<file path="config.mk">
export PLATFORM = sky130hd
export DESIGN_NAME = pao_oscillator
export DESIGN_NICKNAME = d
export VERILOG_FILES = /design/src/pao_pkg.sv /design/src/pao_clock_tick.sv /design/src/pao_oscillator.sv
export SDC_FILE = /design/constraint.sdc
export NUM_CORES = 1
export LEC_CHECK = 0
export BUFFER_PORTS_ARGS = -buffer_cell sky130_fd_sc_hd__buf_2
export CORE_MARGIN = 8
export CORE_UTILIZATION = 50
export CTS_CLUSTER_DIAMETER = 50
export CTS_CLUSTER_SIZE = 10
export DETAILED_ROUTE_END_ITERATION = 7
export HOLD_SLACK_MARGIN = 0.08
export MAX_ROUTING_LAYER = met4
export PLACE_DENSITY = 0.76
export SYNTH_ARGS = -nofsm -noshare
export SYNTH_HDL_FRONTEND = slang
export SYNTH_SLANG_ARGS = --single-unit
export TNS_END_PERCENT = 50
</file>
<file path="constraint.sdc">
create_clock -name mclk -period 2.6 [get_ports mclk]
set_input_delay 0.52 -clock mclk [delete_from_list [all_inputs] [get_ports mclk]]
set_output_delay 0.52 -clock mclk [all_outputs]
set_load 0.02 [all_outputs]
</file>
<file path="src/pao_pkg.sv">
`default_nettype none
// shared constants for the phase accumulator oscillator
package pao_pkg;

  // register byte addresses on the bus (word aligned)
  localparam logic [7:0] OFF_CONTROL = 8'h00;
  localparam logic [7:0] OFF_CLOCK_SELECT = 8'h04;
  localparam logic [7:0] OFF_ACC_LOW = 8'h08;
  localparam logic [7:0] OFF_ACC_HIGH = 8'h0C;
  localparam logic [7:0] OFF_ACC_UPPER = 8'h10;
  localparam logic [7:0] OFF_INC_LOW = 8'h14;
  localparam logic [7:0] OFF_INC_HIGH = 8'h18;
  localparam logic [7:0] OFF_IRQ_STATUS = 8'h1C;
  localparam logic [7:0] OFF_IRQ_MASK = 8'h20;

  // control register fields
  localparam int CTRL_ENABLE_BIT = 7;
  localparam int CTRL_PIN_OE_BIT = 6;
  localparam int CTRL_LEVEL_BIT = 5;
  localparam int CTRL_POLARITY_BIT = 4;
  localparam int CTRL_PULSE_MODE_BIT = 0;

  // clock select register fields
  localparam int CLKSEL_PWS_LSB = 5;
  localparam int CLKSEL_PWS_MSB = 7;
  localparam int CLKSEL_SRC_LSB = 0;
  localparam int CLKSEL_SRC_MSB = 1;

  // interrupt status / mask fields
  localparam int IRQ_OVERFLOW_BIT = 0;
  localparam int IRQ_POLARITY_BIT = 1;

  // widths
  localparam int ACC_WIDTH = 20;
  localparam int INC_WIDTH = 16;
  localparam int PULSE_CNT_WIDTH = 8;

  // reset values
  localparam logic [7:0] RST_CONTROL = 8'h00;
  localparam logic [7:0] RST_CLOCK_SELECT = 8'h00;
  localparam logic [19:0] RST_ACC = 20'h00000;
  localparam logic [7:0] RST_INC_LOW = 8'h01;
  localparam logic [7:0] RST_INC_HIGH = 8'h00;
  localparam logic [15:0] RST_INC_BUF = 16'h0001;
  localparam logic [1:0] RST_IRQ = 2'h0;

  // increment arm count: load on the second input clock edge after a low byte write
  localparam logic [1:0] INC_ARM_EDGES = 2'h2;

  // accumulator clock sources
  typedef enum logic [1:0] {
    SRC_FAST_OSC,
    SRC_SYSTEM,
    SRC_LOGIC_CELL1,
    SRC_EXT_PIN
  } pao_clksrc_type;

endpackage : pao_pkg
`default_nettype wire

</file>
<file path="src/pao_clock_tick.sv">
`timescale 1ns/10ps
`default_nettype none
// turns the selected accumulator clock into one-cycle ticks on mclk
module pao_clock_tick (
  input wire logic mclk,              // system clock
  input wire logic srst,              // synchronous reset, active high
  input wire logic [1:0] clockSource, // selected source code
  input wire logic [2:0] asyncClocks, // fast osc, logic cell 1, ext pin
  output logic tick                   // one pulse per selected rising edge
);

  logic [2:0] syncFirst;
  logic [2:0] syncSecond;
  logic [2:0] syncPrev;
  logic [2:0] riseSeen;

  // two-flop synchroniser plus a history flop per asynchronous source
  genvar g;
  generate
    for (g = 0; g < 3; g++) begin : g_sync
      always_ff @(posedge mclk) begin
        if (srst) begin
          syncFirst[g] <= 1'b0;
          syncSecond[g] <= 1'b0;
          syncPrev[g] <= 1'b0;
        end else begin
          syncFirst[g] <= asyncClocks[g];
          syncSecond[g] <= syncFirst[g];
          syncPrev[g] <= syncSecond[g];
        end
      end
      assign riseSeen[g] = syncSecond[g] & ~syncPrev[g];
    end
  endgenerate

  // sources must be slower than half of mclk or edges are lost
  always_comb begin
    case (pao_pkg::pao_clksrc_type'(clockSource))
      pao_pkg::SRC_FAST_OSC: tick = riseSeen[0];
      pao_pkg::SRC_SYSTEM: tick = 1'b1;
      pao_pkg::SRC_LOGIC_CELL1: tick = riseSeen[1];
      default: tick = riseSeen[2];
    endcase
  end

endmodule : pao_clock_tick
`default_nettype wire

</file>
<file path="src/pao_oscillator.sv">
//Behaviour
//- control bit 7 enables the oscillator; resets to off
//- control bit 6 lets the oscillator output drive the pin
//- control bit 5 is read-only and shows the present output level
//- control bit 4 set inverts the output (active low)
//- control bit 0 selects pulse mode; bits 3-1 read zero
//- clock select bits 7-5 give pulse length of two to the code periods
//- pulse width is ignored in fixed duty mode
//- clock select bits 1-0 pick the accumulator clock; bits 4-2 read zero
//- accumulator reads and writes as low, high and upper nibble bytes
//- increment is two read/write bytes, low and high
//- reset clears everything except increment low bit 0, which sets
//- each selected clock edge adds increment; carry out is overflow
//- fixed duty mode toggles output on every overflow
//- pulse mode goes active on edge after overflow for the width
//- increment loads two edges after low write when on, at once when off
//
// Design decisions made here: the address map and register access over AHB-Lite.
`timescale 1ns/10ps
`default_nettype none
module pao_oscillator (
  input wire logic mclk,             // system clock, 20 MHz
  input wire logic srst,             // synchronous reset, active high
  input wire logic hsel,             // ahb slave select
  input wire logic [31:0] haddr,     // ahb address
  input wire logic [1:0] htrans,     // ahb transfer type
  input wire logic hwrite,           // ahb write
  input wire logic [2:0] hsize,      // ahb size, word only
  input wire logic [31:0] hwdata,    // ahb write data
  input wire logic hready,           // ahb bus ready
  output logic hreadyout,            // ahb slave ready
  output logic hresp,                // ahb response, always okay
  output logic [31:0] hrdata,        // ahb read data
  input wire logic internalFastOsc,  // internal fast oscillator clock
  input wire logic logicCell1Output, // logic cell 1 output
  input wire logic externalOscClockPin, // dedicated clock input pin
  output logic oscOut,               // output to internal peripherals
  output logic pinOut,               // pin output value
  output logic pinOe,                // pin output enable
  output logic irq                   // level interrupt request
);

  // software visible state
  logic [7:0] control;
  logic [7:0] clockSelect;
  logic [19:0] phaseAccumulator;
  logic [7:0] incLow;
  logic [7:0] incHigh;
  logic [1:0] irqStatus;
  logic [1:0] irqMask;
  // hidden working state
  logic [15:0] incBuffer;
  logic [1:0] incArm;
  logic incLoadNow;
  logic outRaw;
  logic pulsePending;
  logic [7:0] pulseCount;
  // bus data phase
  logic wrPending;
  logic [7:0] wrAddr;
  logic [7:0] wrByte;
  logic [31:0] next_hrdata;
  logic wrControl, wrClock, wrAccL, wrAccH, wrAccU, wrIncL, wrIncH, wrStatus, wrMask, accWrite;
  // datapath
  logic tick;
  logic oscEnable;
  logic pulseMode;
  logic polarity;
  logic outputLevel;
  logic [20:0] sum;
  logic overflow;
  logic [7:0] pulseWidth;
  logic polarityEvent;

  assign oscEnable = control[pao_pkg::CTRL_ENABLE_BIT];
  assign pulseMode = control[pao_pkg::CTRL_PULSE_MODE_BIT];
  assign polarity = control[pao_pkg::CTRL_POLARITY_BIT];
  assign pulseWidth = 8'h01 << clockSelect[pao_pkg::CLKSEL_PWS_MSB:pao_pkg::CLKSEL_PWS_LSB];

  // selected accumulator clock as mclk ticks
  pao_clock_tick u_tick (
    .mclk(mclk),
    .srst(srst),
    .clockSource(clockSelect[pao_pkg::CLKSEL_SRC_MSB:pao_pkg::CLKSEL_SRC_LSB]),
    .asyncClocks({externalOscClockPin, logicCell1Output, internalFastOsc}),
    .tick(tick)
  );

  // adder with carry out as the raw overflow
  assign sum = {1'b0, phaseAccumulator} + {5'h00, incBuffer};
  assign overflow = tick & oscEnable & sum[20];

  // bus: zero wait states, every transfer answered okay
  assign hreadyout = 1'b1;
  assign hresp = 1'b0;

  // latch the address phase of writes
  always_ff @(posedge mclk) begin
    if (srst) begin
      wrPending <= 1'b0;
      wrAddr <= 8'h00;
    end else begin
      wrPending <= hsel & htrans[1] & hready & hwrite;
      wrAddr <= haddr[7:0];
    end
  end
  assign wrByte = hwdata[7:0];

  // write strobes in the data phase
  always_comb begin
    wrControl = 1'b0;
    wrClock = 1'b0;
    wrAccL = 1'b0;
    wrAccH = 1'b0;
    wrAccU = 1'b0;
    wrIncL = 1'b0;
    wrIncH = 1'b0;
    wrStatus = 1'b0;
    wrMask = 1'b0;
    if (!wrPending) begin
      wrControl = 1'b0;
    end else if (wrAddr == pao_pkg::OFF_CONTROL) begin
      wrControl = 1'b1;
    end else if (wrAddr == pao_pkg::OFF_CLOCK_SELECT) begin
      wrClock = 1'b1;
    end else if (wrAddr == pao_pkg::OFF_ACC_LOW) begin
      wrAccL = 1'b1;
    end else if (wrAddr == pao_pkg::OFF_ACC_HIGH) begin
      wrAccH = 1'b1;
    end else if (wrAddr == pao_pkg::OFF_ACC_UPPER) begin
      wrAccU = 1'b1;
    end else if (wrAddr == pao_pkg::OFF_INC_LOW) begin
      wrIncL = 1'b1;
    end else if (wrAddr == pao_pkg::OFF_INC_HIGH) begin
      wrIncH = 1'b1;
    end else if (wrAddr == pao_pkg::OFF_IRQ_STATUS) begin
      wrStatus = 1'b1;
    end else if (wrAddr == pao_pkg::OFF_IRQ_MASK) begin
      wrMask = 1'b1;
    end
  end
  assign accWrite = wrAccL | wrAccH | wrAccU;

  // read mux in the address phase; unmapped reads return zero
  always_comb begin
    next_hrdata = 32'h00000000;
    if (haddr[7:0] == pao_pkg::OFF_CONTROL) begin
      next_hrdata[7:0] = {control[7:6], outputLevel, control[4], 3'h0, control[0]};
    end else if (haddr[7:0] == pao_pkg::OFF_CLOCK_SELECT) begin
      next_hrdata[7:0] = {clockSelect[7:5], 3'h0, clockSelect[1:0]};
    end else if (haddr[7:0] == pao_pkg::OFF_ACC_LOW) begin
      next_hrdata[7:0] = phaseAccumulator[7:0];
    end else if (haddr[7:0] == pao_pkg::OFF_ACC_HIGH) begin
      next_hrdata[7:0] = phaseAccumulator[15:8];
    end else if (haddr[7:0] == pao_pkg::OFF_ACC_UPPER) begin
      next_hrdata[7:0] = {4'h0, phaseAccumulator[19:16]};
    end else if (haddr[7:0] == pao_pkg::OFF_INC_LOW) begin
      next_hrdata[7:0] = incLow;
    end else if (haddr[7:0] == pao_pkg::OFF_INC_HIGH) begin
      next_hrdata[7:0] = incHigh;
    end else if (haddr[7:0] == pao_pkg::OFF_IRQ_STATUS) begin
      next_hrdata[1:0] = irqStatus;
    end else if (haddr[7:0] == pao_pkg::OFF_IRQ_MASK) begin
      next_hrdata[1:0] = irqMask;
    end
  end

  // read data captured at the address phase, so it holds a flop output
  always_ff @(posedge mclk) begin
    if (srst) begin
      hrdata <= 32'h00000000;
    end else if (hsel & htrans[1] & hready & ~hwrite) begin
      hrdata <= next_hrdata;
    end
  end

  // control register; bits 5 and 3-1 hold no storage
  always_ff @(posedge mclk) begin
    if (srst) begin
      control <= pao_pkg::RST_CONTROL;
    end else if (wrControl) begin
      control <= {wrByte[7:6], 1'b0, wrByte[4], 3'h0, wrByte[0]};
    end
  end
  assign polarityEvent = wrControl & (wrByte[pao_pkg::CTRL_POLARITY_BIT] != polarity);

  // clock select register; bits 4-2 hold no storage
  always_ff @(posedge mclk) begin
    if (srst) begin
      clockSelect <= pao_pkg::RST_CLOCK_SELECT;
    end else if (wrClock) begin
      clockSelect <= {wrByte[7:5], 3'h0, wrByte[1:0]};
    end
  end

  // accumulator: software byte writes win over the adder in the same cycle
  always_ff @(posedge mclk) begin
    if (srst) begin
      phaseAccumulator <= pao_pkg::RST_ACC;
    end else if (accWrite) begin
      if (wrAccL) begin
        phaseAccumulator[7:0] <= wrByte;
      end
      if (wrAccH) begin
        phaseAccumulator[15:8] <= wrByte;
      end
      if (wrAccU) begin
        phaseAccumulator[19:16] <= wrByte[3:0];
      end
    end else if (tick && oscEnable) begin
      phaseAccumulator <= sum[19:0];
    end
  end

  // increment registers, software side
  always_ff @(posedge mclk) begin
    if (srst) begin
      incLow <= pao_pkg::RST_INC_LOW;
      incHigh <= pao_pkg::RST_INC_HIGH;
    end else begin
      if (wrIncL) begin
        incLow <= wrByte;
      end
      if (wrIncH) begin
        incHigh <= wrByte;
      end
    end
  end

  // working increment buffer; software order high then low is relied upon
  always_ff @(posedge mclk) begin
    if (srst) begin
      incBuffer <= pao_pkg::RST_INC_BUF;
      incArm <= 2'h0;
      incLoadNow <= 1'b0;
    end else begin
      incLoadNow <= ~oscEnable & (wrIncL | wrIncH);
      if (incLoadNow) begin
        incBuffer <= {incHigh, incLow};
      end else if (tick && oscEnable && incArm == 2'h1) begin
        incBuffer <= {incHigh, incLow};
      end
      if (wrIncL && oscEnable) begin
        incArm <= pao_pkg::INC_ARM_EDGES;
      end else if (!oscEnable) begin
        incArm <= 2'h0;
      end else if (tick && incArm != 2'h0) begin
        incArm <= incArm - 2'h1;
      end
    end
  end

  // output shaping; a width longer than the overflow period is not guarded
  always_ff @(posedge mclk) begin
    if (srst) begin
      outRaw <= 1'b0;
      pulsePending <= 1'b0;
      pulseCount <= 8'h00;
    end else if (!oscEnable) begin
      pulsePending <= 1'b0;
    end else if (!pulseMode) begin
      pulsePending <= 1'b0;
      if (overflow) begin
        outRaw <= ~outRaw;
      end
    end else if (tick) begin
      pulsePending <= sum[20];
      if (pulsePending) begin
        outRaw <= 1'b1;
        pulseCount <= pulseWidth - 8'h01;
      end else if (outRaw && pulseCount != 8'h00) begin
        pulseCount <= pulseCount - 8'h01;
      end else begin
        outRaw <= 1'b0;
      end
    end
  end

  // polarity stage and pin drive
  assign outputLevel = outRaw ^ polarity;
  assign oscOut = outputLevel;
  assign pinOut = outputLevel;
  assign pinOe = control[pao_pkg::CTRL_PIN_OE_BIT];

  // sticky events, write one to clear; a new event beats the clear
  always_ff @(posedge mclk) begin
    if (srst) begin
      irqStatus <= pao_pkg::RST_IRQ;
      irqMask <= pao_pkg::RST_IRQ;
    end else begin
      if (wrMask) begin
        irqMask <= wrByte[1:0];
      end
      irqStatus[pao_pkg::IRQ_OVERFLOW_BIT] <= overflow |
        (irqStatus[pao_pkg::IRQ_OVERFLOW_BIT] & ~(wrStatus & wrByte[pao_pkg::IRQ_OVERFLOW_BIT]));
      irqStatus[pao_pkg::IRQ_POLARITY_BIT] <= polarityEvent |
        (irqStatus[pao_pkg::IRQ_POLARITY_BIT] & ~(wrStatus & wrByte[pao_pkg::IRQ_POLARITY_BIT]));
    end
  end
  assign irq = oscEnable & |(irqStatus & irqMask);

  // checks
  property p_disabled_hold;
    @(posedge mclk) disable iff (srst) !oscEnable && !accWrite |=> $stable(phaseAccumulator);
  endproperty
  a_disabled_hold: assert property (p_disabled_hold) else $error("accumulator moved while off");

  property p_pin_follows;
    @(posedge mclk) disable iff (srst) pinOe |-> (pinOut == (outRaw ^ control[pao_pkg::CTRL_POLARITY_BIT]));
  endproperty
  a_pin_follows: assert property (p_pin_follows) else $error("pin not driven by output");

  property p_ctrl_read;
    @(posedge mclk) disable iff (srst) hsel && htrans[1] && hready && !hwrite && haddr[7:0] == pao_pkg::OFF_CONTROL
      |=> hrdata[5] == $past(outputLevel) && hrdata[3:1] == 3'h0;
  endproperty
  a_ctrl_read: assert property (p_ctrl_read) else $error("control readback wrong");

  property p_add;
    @(posedge mclk) disable iff (srst) tick && oscEnable && !accWrite
      |=> phaseAccumulator == $past(phaseAccumulator) + 20'($past(incBuffer));
  endproperty
  a_add: assert property (p_add) else $error("accumulator sum wrong");

  property p_toggle;
    @(posedge mclk) disable iff (srst) overflow && !pulseMode |=> outRaw != $past(outRaw);
  endproperty
  a_toggle: assert property (p_toggle) else $error("no toggle on overflow");

  property p_pulse_start;
    @(posedge mclk) disable iff (srst) tick && pulsePending && pulseMode && oscEnable
      |=> outRaw && pulseCount == $past(pulseWidth) - 8'h01;
  endproperty
  a_pulse_start: assert property (p_pulse_start) else $error("pulse did not start");

  property p_load_off;
    @(posedge mclk) disable iff (srst) wrIncL && !oscEnable && !wrControl ##1 !wrIncL && !wrIncH
      |=> incBuffer == {incHigh, incLow};
  endproperty
  a_load_off: assert property (p_load_off) else $error("increment not loaded");

  property p_flag;
    @(posedge mclk) disable iff (srst) overflow |=> irqStatus[pao_pkg::IRQ_OVERFLOW_BIT];
  endproperty
  a_flag: assert property (p_flag) else $error("overflow flag lost");

  property p_reset;
    @(posedge mclk) srst |=> incLow == pao_pkg::RST_INC_LOW && phaseAccumulator == pao_pkg::RST_ACC
      && control == pao_pkg::RST_CONTROL && !irq;
  endproperty
  a_reset: assert property (p_reset) else $error("bad reset state");

  c_overflow_fdc: cover property (@(posedge mclk) disable iff (srst) overflow && !pulseMode);
  c_overflow_pf: cover property (@(posedge mclk) disable iff (srst) overflow && pulseMode);
  c_irq: cover property (@(posedge mclk) disable iff (srst) irq);
  c_polarity: cover property (@(posedge mclk) disable iff (srst) polarityEvent);

endmodule : pao_oscillator
`default_nettype wire

</file>
# Word-level counts from Yosys, hierarchy flattened
# Index checks and enable logic that the tools add are counted.
dict set report op_classes {
  add_sub_neg 4
  eq_ne 26
  shift 1
  mux 82
  bitwise 32
  reduce_logical 22
}
# op n
set op_table {}
lappend op_table {{$mux 8} 10}
lappend op_table {{$eq 8x5->1 const B} 8}
lappend op_table {{$mux 1} 59}
lappend op_table {{$mux 20} 2}
lappend op_table {{$eq 8x4->1 const B} 4}
lappend op_table {{$mux 16} 2}
lappend op_table {{$add 20x16->21} 1}
lappend op_table {{$and 1x1->1} 16}
lappend op_table {{$eq 8x3->1 const B} 2}
lappend op_table {{$eq 8x6->1 const B} 2}
lappend op_table {{$logic_not 8->1} 2}
lappend op_table {{$sub 8x1->8 const B} 2}
lappend op_table {{$mux 2} 6}
lappend op_table {{$reduce_bool 2->1} 5}
lappend op_table {{$not 1->1} 9}
lappend op_table {{$reduce_and 4->1} 2}
lappend op_table {{$reduce_bool 8->1} 1}
lappend op_table {{$shl 1x3->8 const A} 1}
lappend op_table {{$mux 6} 1}
lappend op_table {{$ne 2x2->1 const B} 3}
lappend op_table {{$reduce_and 2->1} 3}
lappend op_table {{$reduce_or 3->1} 2}
lappend op_table {{$logic_and 1x1->1} 5}
lappend op_table {{$or 1x1->1} 5}
lappend op_table {{other kinds (13)} 14}
dict set report totals {
  regBits 104
  input_bits 77
  out_inout_bits 38
  elab_cells 195
}

# Depth between registers and ports, before layout
dict set report depth {
  ltp_word 14
  depth_mapped 10
  depth_no_buf 9
}

# Hierarchy
# A second synthesis with hierarchy kept.
dict set report unflattened {
  cells_unflattened 724
  area_unflattened_um2 5960.7
}
# mod instances cells_each area_per_inst_um2 seq_area_each_um2
set modules_own_cells {}
lappend modules_own_cells {pao_oscillator 1 701 5685.5 1901.8}
lappend modules_own_cells {pao_clock_tick 1 23 275.3 180.2}

# Worst setup path after synthesis
# Ideal clock, no wire load.
dict set report synth_path {
  kind {register to register}
  from {register phaseAccumulator[0]}
  to {register phaseAccumulator[12]}
  setup_time_ns 0.060
  t_arrival_ns 2.373
  required_ns 2.540
  slack_ns 0.167
  stages_incl_launch_ff 10
  path_buffers 0
  synth_period_minus_slack_ns 2.433
  cell_sequence {dfxtp_1 > ha_1 > fa_1 > a21o_1 > a221oi_4 > o21ai_1 > o31ai_2 > xor2_1 > a2111oi_0 > a31o_1}
}
dict set report synth_between {
  elab_chain_cells 3
}
# element line_no
set synth_lines {}
lappend synth_lines {{start: declaration} pao_oscillator.sv:46} ;# logic [19:0] phaseAccumulator;
lappend synth_lines {{start signal: assignment} pao_oscillator.sv:199} ;# phaseAccumulator <= pao_pkg::RST_ACC;
lappend synth_lines {{start signal: assignment} pao_oscillator.sv:202} ;# phaseAccumulator[7:0] <= wrByte;
lappend synth_lines {{start signal: assignment} pao_oscillator.sv:211} ;# phaseAccumulator <= sum[19:0];
lappend synth_lines {{$add 20x16->21} pao_oscillator.sv:90} ;# assign sum = {1'b0, phaseAccumulator} + {5'h00, incBuffer};
lappend synth_lines {{$mux 20} pao_oscillator.sv:210} ;# end else if (tick && oscEnable) begin
lappend synth_lines {{$mux 20} pao_oscillator.sv:200} ;# end else if (accWrite) begin
# No other way between the ends. The select of a mux whose other input is x is not followed.
# A chain may end at the register's enable or synchronous reset.

# Final worst setup path
dict set report layout_path {
  from {register phaseAccumulator[12]}
  to {register pulsePending}
}
dict set report layout_between {
  elab_chain_cells 1
}
# element line_no
set layout_lines {}
lappend layout_lines {{start signal: assignment} pao_oscillator.sv:199}
lappend layout_lines {{start signal: assignment} pao_oscillator.sv:205} ;# phaseAccumulator[15:8] <= wrByte;
lappend layout_lines {{start signal: assignment} pao_oscillator.sv:211}
lappend layout_lines {{$add 20x16->21} pao_oscillator.sv:90}
lappend layout_lines {{end signal: assignment} pao_oscillator.sv:267} ;# pulsePending <= sum[20];
lappend layout_lines {{end: declaration} pao_oscillator.sv:56} ;# logic pulsePending;
# No other way between the ends.

==> impl_metrics.env <==
export IMPL_outcome="complete, no violations"
export IMPL_layout_drive_gt1_share_pct=15.0
export IMPL_instances_no_fill=848
export IMPL_yosysWarnings=0
export IMPL_dp_cells=830
export IMPL_htreeDepth=3
export IMPL_r2r_cells=9
export IMPL_synth_edff_count=0
export IMPL_die_y_um=123
export IMPL_syn2layout_area_growth_pct=12.2
export IMPL_first_iter_violations=478
export IMPL_whs_ns=0.366
export IMPL_first_pass_iters=5
export IMPL_max_freq_ghz=0.405
export IMPL_fin_crit_sh_pct=94.9
export IMPL_critical_path_peak_fanout=5
export IMPL_synthCells=660
export IMPL_place_congestion=0.976
export IMPL_start_util_pct=50.7
export IMPL_cts_made_buffers=9
export IMPL_setup_viol=0
export IMPL_synthFlopType="dfxtp_1"
export IMPL_peakVddDrop_mv=0.484
export IMPL_design_core_area_um2=11300
export IMPL_crit_path_top_delay_cell="ha_1"
export IMPL_hold_path_class="primary input to flip-flop"
export IMPL_synthArstFlopShare_pct=0
export IMPL_num_rows=39
export IMPL_cp_depth=9
export IMPL_finalWirelength_um=16100
export IMPL_power_density_nw_per_um2=504
export IMPL_power_leakage_nw=2.58
export IMPL_crit_path_end_kind="flip-flop"
export IMPL_nets=797
export IMPL_dp_worst_setup_slack_ns=-0.0189
export IMPL_grt_pass1_vias=4839
export IMPL_crit_type="flip-flop to flip-flop"
export IMPL_p_sw_share_pct=24.0
export IMPL_fin_ws_ns=0.133
export IMPL_r2r_slack_ns=0.13
export IMPL_clockRootBuffer="clkbuf_16"
export IMPL_synth_cell_area_um2=5740
export IMPL_layout_common_cells="dfxtp_1 (103), nor2_1 (98), mux2i_1 (55)"
export IMPL_ys_ff_latch=104
export IMPL_vias=5038
export IMPL_die_w_um=123
export IMPL_num_fill_cells=1045
export IMPL_worst_endpoint_required_ns=2.88
export IMPL_worst_path_buf_inv=1
export IMPL_crit_family="simple AND/OR/NAND/NOR gates"
export IMPL_dieArea_um2=15200
export IMPL_detail_route_antenna_nets=0
export IMPL_pwr_share_comb_pct=6.6
export IMPL_final_common_cell="dfxtp_1"
export IMPL_seq_area_frac_synth_pct=36.3
export IMPL_slowest_delay_ns=0.39
export IMPL_grtUsageTotal_pct=22.2
export IMPL_avgSynthCellArea_um2=8.70
export IMPL_drcViolationCount=0
export IMPL_p_int_mw=2.47
export IMPL_yosysUniqueCellTypes=73
export IMPL_wire_per_inst_um=18.9
export IMPL_p_sw_uw=779
export IMPL_antenna_found_initial=0
export IMPL_cp_arrival_ns=2.74
export IMPL_top_level_ports=115
export IMPL_grt_pass1_wl_um=25300
export IMPL_cp_start_kind="flip-flop"
export IMPL_finClkSkew_ns=0.00736
export IMPL_report_final_slew_viol_count=0
export IMPL_multi_input_area_um2=3430
export IMPL_hpwl_um=12200
export IMPL_tritoncts="built"
export IMPL_vias_per_cell=5.94
export IMPL_worstSkewPairLatency_ns=0.36
export IMPL_clock_path_buffers=2
export IMPL_period_needed_ns=2.47
export IMPL_rsz0062_at_grt="false"
export IMPL_diodes=0
export IMPL_clkTransAtPathRegs_ns=0.07
export IMPL_whs_path_depth=2
export IMPL_seq_area_um2=2080
export IMPL_p_clk_share_pct=43.4
export IMPL_hold_viol_final=0
export IMPL_path_cells="ha_1 -> nand3_1 -> or2_1 -> o221ai_4 -> o21bai_4 -> buf_6 -> nor3_1 -> a21oi_1 -> nor3b_1"
export IMPL_cap_viol_max_count=0
export IMPL_grt_remaining_overflow=0
export IMPL_grt_max_degree=30
export IMPL_slew_headroom_pct=51.3
export IMPL_clkSinkCount=104
export IMPL_pwr_share_seq_pct=50.1
export IMPL_tightest_slew_ns=0.729
export IMPL_port_buffers=36
[state kept, by name (all words and copies together), names as in the netlist]
register	count
phaseAccumulator	20
incBuffer	16
hrdata	8
incHigh	8
incLow	8
pulseCount	8
wrAddr	8
clockSelect	5
control	4
u_tick.syncFirst	3
u_tick.syncPrev	3
u_tick.syncSecond	3
incArm	2
irqMask	2
irqStatus	2
incLoadNow	1
outRaw	1
pulsePending	1
wrPending	1
[worst reg2reg max path, stage by stage (launching register included)]
cell and delay [ns]:
dfxtp_1 0.36, ha_1 0.39, nand3_1 0.22, or2_1 0.32
o221ai_4 0.25, o21bai_4 0.12, buf_6 0.14, nor3_1 0.29
a21oi_1 0.09, nor3b_1 0.21
[path summary, 6_finish.rpt]
kind / from / to
min: externalOscClockPin / u_tick.syncFirst[2]
min reg2reg: u_tick.syncFirst[1] / u_tick.syncSecond[1]
max: phaseAccumulator[12] / pulsePending
max reg2reg: phaseAccumulator[12] / pulsePending
[metal layers]
metal | track usage (%) | up-vias | share of wire, %
li1 | - | 2393 | -
met1 | 26.9 | 2407 | 43
met2 | 35.1 | 207 | 47
met3 | 5.57 | 31 | 7.3
met4 | 8.35 | 0 | 2.6
met5 | - | - | 0
[cell families (layout without fill, tap and decap cells)]
family,count (synthesis),in the layout,share of synthesized area (%)
XOR/XNOR,21,21,3.20
multiplexers,59,59,10.4
AO/OA/AOI/OAI,139,139,17.6
adder cells (fa/ha/maj),20,20,4.49
buffers and inverters,70,91,6.73
AND/OR/NAND/NOR,245,245,21.2
other,2,26,0.131
flip-flops,104,104,36.3
[Yosys cell counts, drive strengths merged, types with 3 or more instances]
library cell / instances / area [um2]
dfxtp: 104 / 2080
nand2b: 5 / 31.3
ha: 19 / 238
nand2: 43 / 171
a311oi: 12 / 105
or2: 3 / 18.8
and3: 4 / 25.0
xnor2: 13 / 114
o31ai: 3 / 27.5
nor3b: 7 / 62.6
a32oi: 3 / 26.3
xor2: 8 / 70.1
nor3: 11 / 65.1
a21oi: 30 / 165
a22oi: 8 / 65.1
and2: 6 / 37.5
nand3b: 4 / 30.0
a31oi: 8 / 50.1
a211oi: 16 / 120
clkbuf: 19 / 71.3
nor2: 99 / 379
inv: 12 / 45.0
nand3: 18 / 90.1
mux2: 4 / 45.0
nand4: 7 / 43.8
nor4: 4 / 25.0
o211ai: 6 / 45.0
nor2b: 26 / 165
a221oi: 5 / 61.3
or3: 4 / 25.0
o21ai: 18 / 93.8
buf: 39 / 270
mux2i: 55 / 551
a21o: 10 / 75.1
[power groups by stage]
stage	Clock [mW]	Sequential [mW]	Combinational (mW)
after floorplan	0	1.66	0.157
after global placement	0	1.66	0.206
after detailed placement	0	1.66	0.209
after CTS	1.42	1.63	0.209
after global routing	1.48	1.63	0.231
final	1.41	1.63	0.213
[layout make-up]
type,instances,area share [%]
repair buffers,63,6.25
inverters,12,0.699
multi-input cells,510,53.2
well taps,143,2.78
clock buffers,11,3.92
flip-flops and latches,104,32.3
clock inverters,5,0.854
[what timing repair did]
item | 4_1_cts | 5_1_grt
gates resized for setup | 2 | 12
setup buffers | 1 | 1
hold buffers | 0 | 0
pin swaps | 1 | 5
endpoints found under the setup margin | 2 | 7
[metrics by stage]
step	cell area, um2	utilization [%]	total power [mW]	setup TNS [ns]
4_1_cts	6370	56.3	3.25	0
3_3_place_gp	6050	53.4	1.87	0
6_report	6440	56.9	3.25	0
2_1_floorplan	5830	-	1.82	0
3_5_place_dp	6050	53.4	1.87	-0.0189
5_1_grt	6440	56.9	3.34	0
Power figures use the tool's default switching activity.
